===== config.mk =====
export PLATFORM = sky130hd
export DESIGN_NAME = osc_clk_ctrl
export DESIGN_NICKNAME = d
export VERILOG_FILES = /design/src/osc_clk_pkg.sv /design/src/osc_sync2.sv /design/src/osc_stable_timer.sv /design/src/osc_clk_ctrl.sv
export VERILOG_INCLUDE_DIRS = /design/src
export SDC_FILE = /design/constraint.sdc
export NUM_CORES = 1
export LEC_CHECK = 0
export CAP_MARGIN = 20
export CORE_MARGIN = 2
export CORE_UTILIZATION = 45
export DETAILED_ROUTE_END_ITERATION = 6
export DONT_BUFFER_PORTS = 1
export GPL_ROUTABILITY_DRIVEN = 1
export SLEW_MARGIN = 20
export SYNTH_ARGS = -nofsm -noshare
export SYNTH_HDL_FRONTEND = slang
export SYNTH_SLANG_ARGS = --single-unit
export TNS_END_PERCENT = 100

===== constraint.sdc =====
create_clock -name core_clk -period 2.45 [get_ports core_clk]
set_input_delay 0.6125 -clock core_clk [delete_from_list [all_inputs] [get_ports core_clk]]
set_output_delay 0.6125 -clock core_clk [all_outputs]
set_load 0.005 [all_outputs]

===== src/osc_clk_params.svh =====
`ifndef OSC_CLK_PARAMS_SVH
`define OSC_CLK_PARAMS_SVH

// Core clock rate and derived timing
`define CORE_CLK_MHZ 125
`define INT_OSC_ACC_NS 8000
`define INT_OSC_ACC_CYC ((`INT_OSC_ACC_NS * `CORE_CLK_MHZ + 999) / 1000)

// Register byte addresses
`define ADDR_PROC_CLK_CTRL 8'h00
`define ADDR_MAIN_CLK_MODE 8'h04
`define ADDR_INT_OSC_MODE 8'h08
`define ADDR_MAIN_OSC_CTRL 8'h0c
`define ADDR_OSC_MODE_SEL 8'h10
`define ADDR_STAB_TIME_SEL 8'h14

// Processor clock control fields
`define PCC_DIV_LSB 0
`define PCC_DIV_MSB 2
`define PCC_CSS_BIT 4
`define PCC_CLS_BIT 5
`define PCC_START_BIT 6

// Main clock mode fields
`define MCM_MODE_BIT 0
`define MCM_MCS_BIT 1
`define MCM_EXTERNAL_MAIN_SELECT_BIT_BIT 2

// Internal oscillator mode fields
`define RCM_STOP_BIT 0
`define RCM_STABLE_BIT 7

// Main oscillator control field
`define MOC_STOP_BIT 7

// Oscillator mode select fields
`define OSC_SUBSEL_BIT 4
`define OSC_SUBEXT_BIT 5
`define OSC_MAINSEL_BIT 6
`define OSC_MAINEXT_BIT 7

// Stabilization time select field
`define STABILIZATION_TIME_SELECT_MSB 2

// Reset values and divider encodings
`define DIV_RESET 3'h1
`define DIV_MAX_CODE 3'h4
`define MAIN_STOP_RESET 1'b1

`endif


===== src/osc_clk_pkg.sv =====
package osc_clk_pkg;

    // Which oscillator feeds a clock
    typedef enum logic [1:0] {
        SRC_INT = 2'b00,
        SRC_HS = 2'b01,
        SRC_SUB = 2'b10
    } clk_src_e;

    // Use of a pair of oscillator pins
    typedef enum logic [1:0] {
        PIN_PORT = 2'b00,
        PIN_OSC = 2'b01,
        PIN_EXT = 2'b10
    } pin_mode_e;

endpackage


===== src/osc_sync2.sv =====
`timescale 1ns/100ps

module osc_sync2 #(
    parameter int W = 3
) (
    input wire logic core_clk,
    input wire logic rst,
    input wire logic [W-1:0] asyncIn,
    output logic [W-1:0] syncOut
);

    // Two stages per bit; only the second is visible
    typedef struct packed {
        logic [W-1:0] stage1;
        logic [W-1:0] stage2;
    } sync_s;

    sync_s st;
    sync_s next_st;

    // Per-bit stage chaining
    genvar i;
    generate
        for (i = 0; i < W; i++) begin : g_bit
            always_comb begin
                next_st.stage1[i] = asyncIn[i];
                next_st.stage2[i] = st.stage1[i];
            end
        end
    endgenerate

    // Registered copy of the state
    always_ff @(posedge core_clk) begin
        if (rst) begin
            st <= '0;
        end else begin
            st <= next_st;
        end
    end

    assign syncOut = st.stage2;

endmodule


===== src/osc_stable_timer.sv =====
`timescale 1ns/100ps

module osc_stable_timer #(
    parameter int CYCLES = 1000
) (
    input wire logic core_clk,
    input wire logic rst,
    input wire logic run,
    output logic done
);

    localparam int CW = $clog2(CYCLES + 1);

    // Elapsed time and the accuracy flag
    typedef struct packed {
        logic [CW-1:0] cnt;
        logic done;
    } tmr_s;

    tmr_s st;
    tmr_s next_st;

    // Restart whenever the oscillator is stopped
    always_comb begin
        next_st = st;
        if (!run) begin
            next_st.cnt = '0;
            next_st.done = 1'b0;
        end else if (st.cnt == CW'(CYCLES - 1)) begin
            next_st.done = 1'b1;
        end else begin
            next_st.cnt = st.cnt + CW'(1);
        end
    end

    // Registered copy of the state
    always_ff @(posedge core_clk) begin
        if (rst) begin
            st <= '0;
        end else begin
            st <= next_st;
        end
    end

    assign done = st.done;

endmodule


===== src/osc_clk_ctrl.sv =====
// Overview of operation
// - Stop standby halts main oscillator and input
// - Stop standby halts internal high-speed oscillator
// - Main stop bit one halts main source
// - Two flags report current CPU source
// - Internal stop bit zero starts oscillator
// - Accuracy flag rises once oscillator settles
// - After reset internal oscillator runs, feeds CPU
// - External-select picks peripheral and main sources
// - Source select zero: CPU from main
// - Divider codes give 1 to 16
// - Internal stop bit one halts oscillator
// - Subsystem pins are ports after reset
// - Unused subsystem pins stay ordinary ports
// - Start bit or select enables crystal mode
// - Select plus external bit: external input
// - Source select one: subsystem divided by two
// - Both bits one: high-speed clock everywhere
`timescale 1ns/100ps
`include "osc_clk_params.svh"

module osc_clk_ctrl import osc_clk_pkg::*; (
    input wire logic core_clk,
    input wire logic rst,
    input wire logic [7:0] regAddr,
    input wire logic [7:0] regWdata,
    input wire logic regWrite,
    input wire logic regRead,
    output logic [7:0] regRdata,
    input wire logic stopCmd,
    input wire logic wakeReq,
    input wire logic intOscClk,
    input wire logic mainOscClk,
    input wire logic subOscClk,
    output logic cpuClkTick,
    output logic periphClkTick,
    output logic cpuOnSubsystem,
    output logic mainSourceStatus,
    output logic intOscEnable,
    output logic mainOscEnable,
    output logic subOscEnable,
    output logic [1:0] mainPinMode,
    output logic [1:0] subPinMode,
    output logic [2:0] stabTimeSel,
    output logic stopActive,
    output logic intOscStable
);

    // Whole state of the controller
    typedef struct packed {
        logic [2:0] divCode;      // Divider field as written
        logic cpuSrcSel;          // CPU source select
        logic subStart;           // Subsystem start
        logic extSel;             // External main select
        logic mainMode;           // Main mode
        logic intOscStop;         // Internal oscillator stop
        logic mainOscStop;        // Main oscillator stop
        logic mainExtClk;         // Main pins take external clock
        logic mainPinSel;         // Main pins used for a clock
        logic subExtClk;          // Subsystem pins take external clock
        logic subPinSel;          // Subsystem pins used for a clock
        logic [2:0] stabTime;     // Stabilization time select
        logic stopMode;           // Stop standby active
        logic [2:0] oscPrev;      // Last synced oscillator levels
        clk_src_e cpuSrc;         // Source now driving the CPU
        logic [2:0] activeDiv;    // Divider now in use
        logic mainFlag;           // Main source status
        logic [3:0] cnt;          // CPU divider count
        logic cpuTick;            // CPU clock pulse
        clk_src_e perSrc;         // Source now driving peripherals
        logic perTick;            // Peripheral clock pulse
        logic [7:0] rdata;        // Read data
        logic mainOscEn;          // Main oscillator enable
        logic intOscEn;           // Internal oscillator enable
        logic subOscEn;           // Subsystem oscillator enable
        pin_mode_e mainPins;      // Main pin mode
        pin_mode_e subPins;       // Subsystem pin mode
    } ctrl_s;

    ctrl_s st;
    ctrl_s next_st;
    logic [2:0] oscSync;          // Oscillator levels in core domain
    logic stableFlag;             // Internal oscillator accurate

    // Oscillator outputs arrive asynchronously
    osc_sync2 #(
        .W(3)
    ) u_sync (
        .core_clk(core_clk),
        .rst(rst),
        .asyncIn({subOscClk, mainOscClk, intOscClk}),
        .syncOut(oscSync)
    );

    // Accuracy timer restarts with each oscillator start
    osc_stable_timer #(
        .CYCLES(`INT_OSC_ACC_CYC)
    ) u_stable (
        .core_clk(core_clk),
        .rst(rst),
        .run(st.intOscEn),
        .done(stableFlag)
    );

    // Count limit for one CPU clock period
    function automatic logic [3:0] divLimit(input clk_src_e s, input logic [2:0] d);
        logic [3:0] lim;
        lim = 4'h0;
        if (s == SRC_SUB) begin
            lim = 4'h1;
        end else begin
            case (d)
                3'h0: lim = 4'h0;
                3'h1: lim = 4'h1;
                3'h2: lim = 4'h3;
                3'h3: lim = 4'h7;
                default: lim = 4'hf;
            endcase
        end
        return lim;
    endfunction

    // Next-state logic
    always_comb begin
        logic [2:0] srcTick;
        logic [2:0] srcAlive;
        logic mainHs;
        clk_src_e cpuTarget;
        clk_src_e perTarget;
        logic cpuEdge;
        logic cpuAlive;
        logic perEdge;
        logic perAlive;
        logic [7:0] rv;
        srcTick = oscSync & ~st.oscPrev;
        srcAlive = {st.subOscEn, st.mainOscEn, st.intOscEn};
        mainHs = st.extSel && st.mainMode;
        cpuTarget = SRC_INT;
        perTarget = SRC_INT;
        cpuEdge = 1'b0;
        cpuAlive = 1'b0;
        perEdge = 1'b0;
        perAlive = 1'b0;
        rv = 8'h00;
        next_st = st;
        next_st.cpuTick = 1'b0;
        next_st.perTick = 1'b0;
        next_st.rdata = 8'h00;
        next_st.oscPrev = oscSync;

        // Register writes
        if (regWrite) begin
            if (regAddr == `ADDR_PROC_CLK_CTRL) begin
                next_st.divCode = regWdata[`PCC_DIV_MSB:`PCC_DIV_LSB];
                next_st.cpuSrcSel = regWdata[`PCC_CSS_BIT];
                next_st.subStart = regWdata[`PCC_START_BIT];
            end else if (regAddr == `ADDR_MAIN_CLK_MODE) begin
                next_st.extSel = regWdata[`MCM_EXTERNAL_MAIN_SELECT_BIT_BIT];
                next_st.mainMode = regWdata[`MCM_MODE_BIT];
            end else if (regAddr == `ADDR_INT_OSC_MODE) begin
                next_st.intOscStop = regWdata[`RCM_STOP_BIT];
            end else if (regAddr == `ADDR_MAIN_OSC_CTRL) begin
                next_st.mainOscStop = regWdata[`MOC_STOP_BIT];
            end else if (regAddr == `ADDR_OSC_MODE_SEL) begin
                next_st.mainExtClk = regWdata[`OSC_MAINEXT_BIT];
                next_st.mainPinSel = regWdata[`OSC_MAINSEL_BIT];
                next_st.subExtClk = regWdata[`OSC_SUBEXT_BIT];
                next_st.subPinSel = regWdata[`OSC_SUBSEL_BIT];
            end else if (regAddr == `ADDR_STAB_TIME_SEL) begin
                next_st.stabTime = regWdata[`STABILIZATION_TIME_SELECT_MSB:0];
            end
        end

        // Stop standby; entry wins over a coincident wake
        if (stopCmd) begin
            next_st.stopMode = 1'b1;
        end else if (wakeReq) begin
            next_st.stopMode = 1'b0;
        end
        // Main pin mode
        if (!next_st.mainPinSel) begin
            next_st.mainPins = PIN_PORT;
        end else if (next_st.mainExtClk) begin
            next_st.mainPins = PIN_EXT;
        end else begin
            next_st.mainPins = PIN_OSC;
        end
        // Subsystem pin mode; start bit overrides the others
        if (next_st.subStart) begin
            next_st.subPins = PIN_OSC;
        end else if (!next_st.subPinSel) begin
            next_st.subPins = PIN_PORT;
        end else if (next_st.subExtClk) begin
            next_st.subPins = PIN_EXT;
        end else begin
            next_st.subPins = PIN_OSC;
        end
        // Oscillator enables; subsystem keeps running in stop
        next_st.mainOscEn = (next_st.mainPins != PIN_PORT) && !next_st.mainOscStop
            && !next_st.stopMode;
        next_st.intOscEn = !next_st.intOscStop && !next_st.stopMode;
        next_st.subOscEn = next_st.subPins != PIN_PORT;
        // Wanted sources
        if (st.cpuSrcSel) begin
            cpuTarget = SRC_SUB;
        end else if (mainHs) begin
            cpuTarget = SRC_HS;
        end else begin
            cpuTarget = SRC_INT;
        end
        perTarget = st.extSel ? SRC_HS : SRC_INT;
        // Edges of the sources in use
        case (st.cpuSrc)
            SRC_HS: begin
                cpuEdge = srcTick[1];
                cpuAlive = srcAlive[1];
            end
            SRC_SUB: begin
                cpuEdge = srcTick[2];
                cpuAlive = srcAlive[2];
            end
            default: begin
                cpuEdge = srcTick[0];
                cpuAlive = srcAlive[0];
            end
        endcase
        perEdge = (st.perSrc == SRC_HS) ? srcTick[1] : srcTick[0];
        perAlive = (st.perSrc == SRC_HS) ? srcAlive[1] : srcAlive[0];

        // CPU clock; changes land at a period boundary, or at once when the source is dead
        if (cpuEdge) begin
            if (st.cnt >= divLimit(st.cpuSrc, st.activeDiv)) begin
                next_st.cpuTick = 1'b1;
                next_st.cnt = 4'h0;
                next_st.cpuSrc = cpuTarget;
                next_st.mainFlag = mainHs;
                if (st.divCode <= `DIV_MAX_CODE) begin
                    next_st.activeDiv = st.divCode;
                end
            end else begin
                next_st.cnt = st.cnt + 4'h1;
            end
        end else if (!cpuAlive && cpuTarget != st.cpuSrc) begin
            // A dead source gives no boundary, so no pulse can be cut
            next_st.cnt = 4'h0;
            next_st.cpuSrc = cpuTarget;
            next_st.mainFlag = mainHs;
        end
        // Peripheral clock follows its source edge for edge
        if (perEdge) begin
            next_st.perTick = 1'b1;
            next_st.perSrc = perTarget;
        end else if (!perAlive) begin
            next_st.perSrc = perTarget;
        end

        // Register reads; unmapped addresses read zero
        if (regRead) begin
            if (regAddr == `ADDR_PROC_CLK_CTRL) begin
                rv[`PCC_DIV_MSB:`PCC_DIV_LSB] = st.divCode;
                rv[`PCC_CSS_BIT] = st.cpuSrcSel;
                rv[`PCC_CLS_BIT] = st.cpuSrc == SRC_SUB;
                rv[`PCC_START_BIT] = st.subStart;
            end else if (regAddr == `ADDR_MAIN_CLK_MODE) begin
                rv[`MCM_EXTERNAL_MAIN_SELECT_BIT_BIT] = st.extSel;
                rv[`MCM_MCS_BIT] = st.mainFlag;
                rv[`MCM_MODE_BIT] = st.mainMode;
            end else if (regAddr == `ADDR_INT_OSC_MODE) begin
                rv[`RCM_STOP_BIT] = st.intOscStop;
                rv[`RCM_STABLE_BIT] = stableFlag;
            end else if (regAddr == `ADDR_MAIN_OSC_CTRL) begin
                rv[`MOC_STOP_BIT] = st.mainOscStop;
            end else if (regAddr == `ADDR_OSC_MODE_SEL) begin
                rv[`OSC_MAINEXT_BIT] = st.mainExtClk;
                rv[`OSC_MAINSEL_BIT] = st.mainPinSel;
                rv[`OSC_SUBEXT_BIT] = st.subExtClk;
                rv[`OSC_SUBSEL_BIT] = st.subPinSel;
            end else if (regAddr == `ADDR_STAB_TIME_SEL) begin
                rv[`STABILIZATION_TIME_SELECT_MSB:0] = st.stabTime;
            end
            next_st.rdata = rv;
        end
    end

    // State register; reset leaves CPU on the internal oscillator
    always_ff @(posedge core_clk) begin
        if (rst) begin
            st <= '0;
            st.divCode <= `DIV_RESET;
            st.activeDiv <= `DIV_RESET;
            st.mainOscStop <= `MAIN_STOP_RESET;
            st.intOscEn <= 1'b1;
            st.cpuSrc <= SRC_INT;
            st.perSrc <= SRC_INT;
            st.mainPins <= PIN_PORT;
            st.subPins <= PIN_PORT;
        end else begin
            st <= next_st;
        end
    end

    // Outputs straight from the state register and the accuracy timer flag
    assign regRdata = st.rdata;
    assign cpuClkTick = st.cpuTick;
    assign periphClkTick = st.perTick;
    assign cpuOnSubsystem = st.cpuSrc == SRC_SUB;
    assign mainSourceStatus = st.mainFlag;
    assign intOscEnable = st.intOscEn;
    assign mainOscEnable = st.mainOscEn;
    assign subOscEnable = st.subOscEn;
    assign mainPinMode = st.mainPins;
    assign subPinMode = st.subPins;
    assign stabTimeSel = st.stabTime;
    assign stopActive = st.stopMode;
    assign intOscStable = stableFlag;
endmodule


* Word-level counts from Yosys, hierarchy flattened
Cells that the tools add are included.
Operators by class: order comparisons 2, bitwise operators 10, multiplexer cells 54, eq/ne operators 15, reduce and logical (&&, ||, !) cells 23, $add $sub $neg 2
Operator list (count):
- 3-bit two-way mux | 11
- 2-bit two-way mux | 12
- 4-bit two-way mux | 6
- 8-bit by 4-bit equality test with 1-bit output, second input constant | 2
- 8-bit by 5-bit equality test with 1-bit output, second input constant | 2
- 4-bit one-hot mux with 4 select lines | 1
- 1-bit two-way mux | 14
- 12-bit two-way mux | 1
- 11-bit two-way mux | 1
- 10-bit by 1-bit adder with 10-bit output, second input constant | 1
- 10-bit equality test, second input constant | 1
- 5-bit two-way mux | 2
- 9-bit two-way mux | 1
- 8-bit by 3-bit equality test with 1-bit output, second input constant | 1
- 8-bit zero test | 1
- 8-bit two-way mux | 1
- 1-bit NOT | 8
- 7-bit two-way mux | 1
- 7-bit AND reduction | 1
- 3-bit by 2-bit equality test with 1-bit output, second input constant | 2
- 6-bit two-way mux | 1
- 3-bit AND reduction | 2
- 2-bit nonzero test | 3
- 2-bit OR reduction | 3
- 17 further kinds | 27
Storage, ports and cells: output and inout bits 24, register bits 66, logic and storage cells 139, input port bits 25

* Depth between registers and ports, before layout
Gate-level depths: netlist (run 1).
depth in word-level cells 13, depth in mapped cells 11, depth with buffers taken out 10

* By module
A second synthesis (run 1) with hierarchy kept.
Unflattened totals: cell total of the unflattened synthesis 316, area, all modules 2914.0 um^2
Modules (own cells, without submodules):
- osc_clk_ctrl | times used 1, sequential area each 940.9 um^2, area an instance 2225.9 um^2, cells an instance 245
- osc_stable_timer | times used 1, sequential area each 220.2 um^2, area an instance 530.5 um^2, cells an instance 59
- osc_sync2 | times used 1, sequential area each 120.1 um^2, area an instance 157.7 um^2, cells an instance 12

* Least setup slack after synthesis (run 1)
OpenSTA, ideal clock, no wires.
path type flip-flop to flip-flop, start reg st[27] (netlist bit), end reg st[24] (netlist bit), path buffers 1, library setup time 0.122 ns, cell stages (with the launch flop) 11, slack -0.233 ns, data arrival time 2.561 ns, data required time 2.328 ns, period minus slack after synthesis 2.683 ns, path through dfxtp_1 inv_1 ha_1 or4_1 ha_1 nand2b_1 a2111oi_1 or3_1 buf_6 nor2_1 o32a_1
On the way: cells in the longest elaborated chain, start to end 5, elaborated cells between the ends (all ways) 7, those cells by class order compare: 1; eq/ne: 2; mux: 3; reduce/logical: 1
Ends and longest elaborated chain:
- start: declaration | line osc_clk_ctrl.sv:80 | ctrl_s st;
- start signal: assignment | line osc_clk_ctrl.sv:298 | st <= next_st;
- 2-bit equality test (*)
- via cpuOnSubsystem | line osc_clk_ctrl.sv:37 | output logic cpuOnSubsystem,
- 4-bit two-way mux | line osc_clk_ctrl.sv:109 | if (s == SRC_SUB) begin
- 4-bit two-way mux | line osc_clk_ctrl.sv:231 | if (cpuEdge) begin
- 4-bit greater-or-equal comparator | line osc_clk_ctrl.sv:232 | if (st.cnt >= divLimit(st.cpuSrc, st.activeDiv)) begin
- 3-bit AND reduction (no source line) (*)
The timed path passes the listed nets; every way through them passes the cells marked *. The select of a mux whose other input is x is not followed. A chain may end at the register's enable or synchronous reset.

* Final worst setup path (run 1)
start reg st[27] (netlist bit), end reg st[28] (netlist bit)
On the way: cells in the longest elaborated chain, start to end 6, elaborated cells between the ends (all ways) 14, those cells by class order compare: 1; eq/ne: 4; mux: 5; reduce/logical: 4
Ends and longest elaborated chain (line):
- 2-bit equality test / 2-bit by 1-bit equality test with 1-bit output (equally long branches) | osc_clk_ctrl.sv:109, osc_clk_ctrl.sv:213
- 4-bit two-way mux / 1-bit one-hot mux with 2 select lines (equally long branches) | osc_clk_ctrl.sv:109, osc_clk_ctrl.sv:213
- 4-bit two-way mux / 1-bit zero test (equally long branches) | osc_clk_ctrl.sv:231, osc_clk_ctrl.sv:243
- 4-bit greater-or-equal comparator / 1-bit logical AND (equally long branches) | osc_clk_ctrl.sv:232, osc_clk_ctrl.sv:243
- 2-bit by 1-bit inequality test with 1-bit output (no source line) / 2-bit nonzero test (equally long branches)
- 2-bit AND reduction (no source line)
Several ways; a longest one is shown, not always the timed one. The select of a mux whose other input is x is not followed.

==> impl_metrics.csv, run 1 <==
group,metric,value,unit
floorplanning,core_area,6280,µm²
route,vias,2102,
route,wirelength,5.38,mm
floorplanning,num_rows,29,
route,post_drt_wl_per_cell,13.7,µm
clock_tree,cts_root_buf,"clkbuf_8",
sta,hold_viol,0,
synthesis,async_reset_ff_share,0,%
floorplanning,top_level_ports,49,
clock_tree,clock_path_buffers,2,
worst_hold_path,hold_class,"primary input to flip-flop",
floorplanning,start_util,46.3,%
sta,layout_min_cycle_time,2.38,ns
finish,fin_nets,345,
synthesis,synth-seq-area-share,44.1,%
grt,grt_overflow,0,
route,drc,0,
synthesis,synth-main-ff-cell,"dfxtp_1",
floorplanning,die_w,84.3,µm
sta,grt_setup_unrepaired,"yes",
power_and_ir_drop,power_leakage,1.21,nW
sta,finClkSkew,0.00996,ns
synthesis,ys_types,54,
synthesis,synth.top_cell.area_share,44.1,%
critical_path,crit_arrival,2.65,ns
power_and_ir_drop,power.density,645,nW/µm²
clock_tree,clock_latency,0.34,ns
synthesis,synthTopCellsByCount,"64 x dfxtp_1, 39 x nor2_1, 21 x mux2i_1",
finish,fill_cells,624,
synthesis,syn_inst,318,
clock_tree,cts_buffers,9,
sta,period_share,97.3,%
critical_path,critical_path_class,"flip-flop to flip-flop",
sta,setup_viol,0,
synthesis,synth_fp_nets,351,
finish,multi_input_area,1450,µm²
clock_tree,clkTransAtPathRegs,0.07,ns
clock_tree,tritoncts,"yes",
sta,max_freq,419,MHz
synthesis,syn_avg_cell_area,9.13,µm²
power_and_ir_drop,irDropWorstVdd,0.000390,V
critical_path,critPathRequiredTime,2.72,ns
critical_path,worstSetupStartpointType,"flip-flop",
finish,insertedDiodeCount,0,
grt,met2_usage,24.2,%
floorplanning,dieArea,7110,µm²
finish,drive_above_1_share,13.2,%
finish,stdcell_area,3150,µm²
grt,grt_busiest_layer,"met2",
floorplanning,fp.dieH,84.3,µm
placed_design,dp_hpwl,3.90,mm
sta,maxSlewViolCount,0,
critical_path,end_kind,"flip-flop",
placed_design,portBuffers,0,
flow_run,max-cap-violations,0,
synthesis,yosys_register_bits,64,
finish,seq_area,1280,µm²
synthesis,yosysMostFrequentCell,"dfxtp_1",
critical_path,cp_max_fo,4,
route,viasPerCell,5.34,
synthesis,synthTopCellsByArea,"dfxtp_1 44%, mux2i_1 7.2%, nor2_1 5.0%",
placed_design,place.gp.congestion,0.786,
grt,grt_pass1_vias,1923,
route,first_pass_iters,4,
synthesis,synth_edf_count,0,
grt,gr-usage-met1,20.9,%
clock_tree,h-tree-depth,3,
grt,grt_max_degree,45,
grt,antenna_found_initial,0,
route,ant_nets,0,
finish,area_delta_synth_final,8.40,%
grt,use_met3,5.01,%
placed_design,place_area,2930,µm²
grt,grt_pass1_wl,9.13,mm
synthesis,yosysWarnings,0,
outcome,outcome,"finished clean",
route,drt_iter0_drc,76,
synthesis,yosysTopAreaCell,"dfxtp_1",
clock_tree,hold_buffers,0,
synthesis,syn-cell-area,2900,µm²
grt,track_usage,16.1,%
clock_tree,cts.sinks,64,
sta,timing.hold.ws,0.341,ns
[registers in the layout, indices dropped and copies added, names as in the netlist, 2 cells and up]
signal and cells:
u_sync.next_st 3, u_sync.syncOut 3, mainPinMode 2, subPinMode 2
st 26, u_stable.st 10, regRdata 7, stabTimeSel 3
[through the flow]
step                      cells  setup WS (ns)  total power (W)  utilization (%)  setup TNS (ns)
after CTS                   393        0.00762          0.00206             49.9               0
after global placement      377         0.0479          0.00115             46.7               0
after detailed placement    377         0.0334          0.00115             46.7               0
final                       394         0.0650          0.00203             50.1               0
after floorplan             318         0.0218          0.00116                -               0
after global routing        394        -0.0269          0.00212             50.1         -0.0596
[per-layer routing]
| layer | up-vias | routed length, µm |
|---|---|---|
| li1 | 1088 | - |
| met5 | - | 0 |
| met3 | 9 | 318 |
| met4 | 0 | 95 |
| met2 | 46 | 2430 |
| met1 | 959 | 2540 |
[layout by cell type (no fill, tap or decap), drive strengths merged, types with 9 or more instances in the layout]
cell type and instances:
a21oi 19, buf 10, nand3 9, clkbuf 13, dfxtp 64, nor2 39, nor2b 10, inv 13
nor3 13, nand2 13, mux2i 21
[area by class of cell]
cell class,instances,area share [%]
clock buffers,13,5.05
clock inverters,3,1.27
inverters,13,1.55
multi-input cells,214,45.9
flip-flops and latches,64,40.7
well taps,77,3.06
repair buffers,10,2.38
[report_power, final]
part / internal [W] / leakage, nW / switching [W] / total [W]
sequential: 0.00105 / 0.519 / 0.00000915 / 0.00106
combinational: 0.0000345 / 0.590 / 0.0000307 / 0.0000652
clock: 0.000523 / 0.103 / 0.000378 / 0.000901
[cell families (layout without fill, tap and decap cells)]
| logic type | count (synthesis) | count (layout) | synth area share [%] |
|---|---|---|---|
| adder cells (fa/ha/maj) | 8 | 8 | 3.45 |
| AND/OR/NAND/NOR | 124 | 124 | 23.2 |
| other | 1 | 1 | 0.129 |
| buffers and inverters | 40 | 39 | 7.41 |
| XOR/XNOR | 7 | 7 | 2.11 |
| AO/OA/AOI/OAI | 51 | 51 | 11.6 |
| multiplexers | 23 | 23 | 8.01 |
| flip-flops | 64 | 64 | 44.1 |
[worst paths after layout]
kind / start / to / slack [ns] / depth (start not counted)
worst max-delay path: st[27]$_SDFFE_PP0P_ / st[28]$_SDFFE_PP0P_ / 0.07 / 10
worst min-delay path: rst / st[27]$_SDFFE_PP0P_ / 0.34 / 1
worst max register to register: st[27]$_SDFFE_PP0P_ / st[28]$_SDFFE_PP0P_ / 0.07 / 10
worst min register to register: u_sync.next_st[1]$_SDFF_PP0_ / u_sync.syncOut[1]$_SDFF_PP0_ / 0.43 / 1
[worst max-delay path, cell delays in order, from the launching register on]
cell	delay (ns)
dfxtp_2	0.33
inv_1	0.04
ha_2	0.19
or4_1	0.41
ha_1	0.29
nand2b_4	0.12
a2111oi_4	0.07
or3_4	0.42
buf_4	0.15
a21bo_2	0.19
a21oi_2	0.12
[what timing repair did]
item / CTS / global route
buffers inserted: 0 / 1
gates resized for setup: 0 / 4
setup endpoints to repair: 0 / 8
(Power assumes the default switching activity.)
==> inputs of run 2 (changes only) <==
Clock period 2.45 ns to 2.9 ns, I/O delays scaled along.
==> run 2 against run 1 <==
Clock skew hardly changed. Count of clock-buffer cells in the layout is 4 lower. Maximum frequency is 9.7% lower. Clock power is 4.3% lower. Power is 11% lower. Critical path type unchanged. Largest cell class unchanged.
==> impl_metrics.csv, run 2 (same netlist as run 1, synthesis figures left out) <==
group,metric,value,unit
outcome,outcome,"finished clean",
finish,area_delta_synth_final,6.42,%
sta,setup_viol,0,
placed_design,portBuffers,0,
route,drc,0,
worst_hold_path,hold_class,"flip-flop to flip-flop",
critical_path,worst_path_most_repeated_cell,"ha_1",
grt,grt_max_degree,45,
power_and_ir_drop,power_leakage,1.18,nW
sta,grt_setup_unrepaired,"no",
sta,tightest_slew,0.962,ns
clock_tree,h-tree-depth,3,
sta,timing.hold.ws,0.431,ns
route,viasPerCell,5.38,
critical_path,crit_arrival,2.88,ns
finish,mostFrequentLayoutCells,"64 x dfxtp_1, 39 x nor2_1, 21 x mux2i_1",
finish,largest_register,"st",
clock_tree,hold_buffers,0,
placed_design,place.gp.congestion,0.800,
clock_tree,cts_root_buf,"clkbuf_8",
floorplanning,die_w,84.3,µm
clock_tree,cts.sinks,64,
clock_tree,clock_path_buffers,2,
critical_path,crit_family,"simple AND/OR/NAND/NOR gates",
grt,grt_pass1_wl,9.12,mm
finish,drive_above_1_share,9.97,%
floorplanning,dieArea,7110,µm²
critical_path,cp_max_fo,4,
finish,fin_nets,339,
floorplanning,start_util,46.3,%
power_and_ir_drop,irDropWorstVdd,0.000295,V
clock_tree,cts.repair.resized,0,
critical_path,cpPeakStageDelay,0.52,ns
grt,grt_pass1_vias,1868,
floorplanning,top_level_ports,49,
finish,layout_commonest_cell,"dfxtp_1",
critical_path,cp_cell_sequence,"inv_1 -> ha_1 -> or4_1 -> ha_1 -> nand2b_1 -> a2111oi_1 -> or3_1 -> nor2_1 -> o32a_1",
route,drt_iter0_drc,100,
critical_path,critical_path_class,"flip-flop to flip-flop",
placed_design,dp_hpwl,3.97,mm
finish,largest_reg_flops,26,
route,wirelength,5.55,mm
power_and_ir_drop,power.density,585,nW/µm²
route,vias,2089,
clock_tree,clkTransAtPathRegs,0.08,ns
route,ant_nets,0,
sta,layout_min_cycle_time,2.64,ns
critical_path,end_kind,"flip-flop",
placed_design,pre_cts_ws,0.269,ns
grt,grt_overflow,0,
sta,hold_viol,0,
sta,maxSlewViolCount,0,
placed_design,dp.cells,372,
grt,track_usage,16.2,%
sta,fin_ws,0.258,ns
floorplanning,core_area,6280,µm²
sta,finClkSkew,0.00995,ns
clock_tree,cts_setup_buffers,0,
critical_path,worstSetupStartpointType,"flip-flop",
clock_tree,clock_latency,0.34,ns
power_and_ir_drop,finalPower,0.00181,W
finish,stdcell_count,388,
sta,fin_setup_tns,0,ns
floorplanning,num_rows,29,
finish,insertedDiodeCount,0,
grt,antenna_found_initial,0,
critical_path,reg2reg_slack,0.26,ns
floorplanning,fp.dieH,84.3,µm
sta,max_freq,379,MHz
critical_path,critPathBufInv,1,
clock_tree,cts_buffers,9,
critical_path,critPathRequiredTime,3.13,ns
sta,relSlewSlack,35.3,%
critical_path,cp_slowest_cell,"a2111oi_1",
sta,period_share,91.1,%
flow_run,max-cap-violations,0,
clock_tree,tritoncts,"yes",
route,first_pass_iters,4,
route,post_drt_wl_per_cell,14.3,µm
-- run 2: changes by cell type in the layout (fill, tap and decap cells not counted), sizes merged --
cell | before | now
clkbuf | 13 | 9
bufinv | 1 | 2
clkinvlp | 0 | 1
inv | 13 | 15
buf | 10 | 4
-- run 2: report_power, final --
group / leakage, nW / switching (W) / internal, W / total (W)
Sequential: 0.518 / 0.00000781 / 0.000889 / 0.000897
Combinational: 0.551 / 0.0000238 / 0.0000245 / 0.0000483
Clock: 0.110 / 0.000370 / 0.000492 / 0.000862
-- run 2: metrics by stage --
step | cell area (µm²) | util [%]
detailed placement | 2860 | 45.6
finish | 3090 | 49.2
CTS | 3090 | 49.2
global placement | 2860 | 45.6
global route | 3090 | 49.2
floorplan | 2900 | -
-- run 2: worst reg2reg max path: cells and delay by family, from the launching register on --
kind	cells	cell delay [ns]
AND/OR/NAND/NOR	4	0.89
AO/OA/AOI/OAI	2	0.80
adder cells (fa/ha/maj)	2	0.48
flip-flops	1	0.33
buffers and inverters	1	0.05
-- run 2: worst paths after layout --
path                                      from                           end  cells after the start
hold reg to reg   u_sync.next_st[2]$_SDFF_PP0_  u_sync.syncOut[2]$_SDFF_PP0_                      1
setup reg to reg           st[27]$_SDFFE_PP0P_           st[24]$_SDFFE_PP1P_                      9
setup / recovery           st[27]$_SDFFE_PP0P_           st[24]$_SDFFE_PP1P_                      9
hold / removal    u_sync.next_st[2]$_SDFF_PP0_  u_sync.syncOut[2]$_SDFF_PP0_                      1
-- run 2: layout make-up --
class,count,area (µm²)
Clock buffer,9,124
Clock inverter,7,103
Fill cell,607,3190
Inverter,13,48.8
Multi-Input combinational cell,214,1410
Sequential cell,64,1280
Tap cell,77,96.3
Timing Repair Buffer,4,30.0
-- run 2: routing by layer --
layer | vias up | track usage, % | routed length (µm)
li1 | 1080 | - | -
met1 | 941 | 21.4 | 2660
met2 | 58 | 24.7 | 2460
met3 | 10 | 4.23 | 313
met4 | 0 | 7.79 | 114
met5 | - | 0 | 0
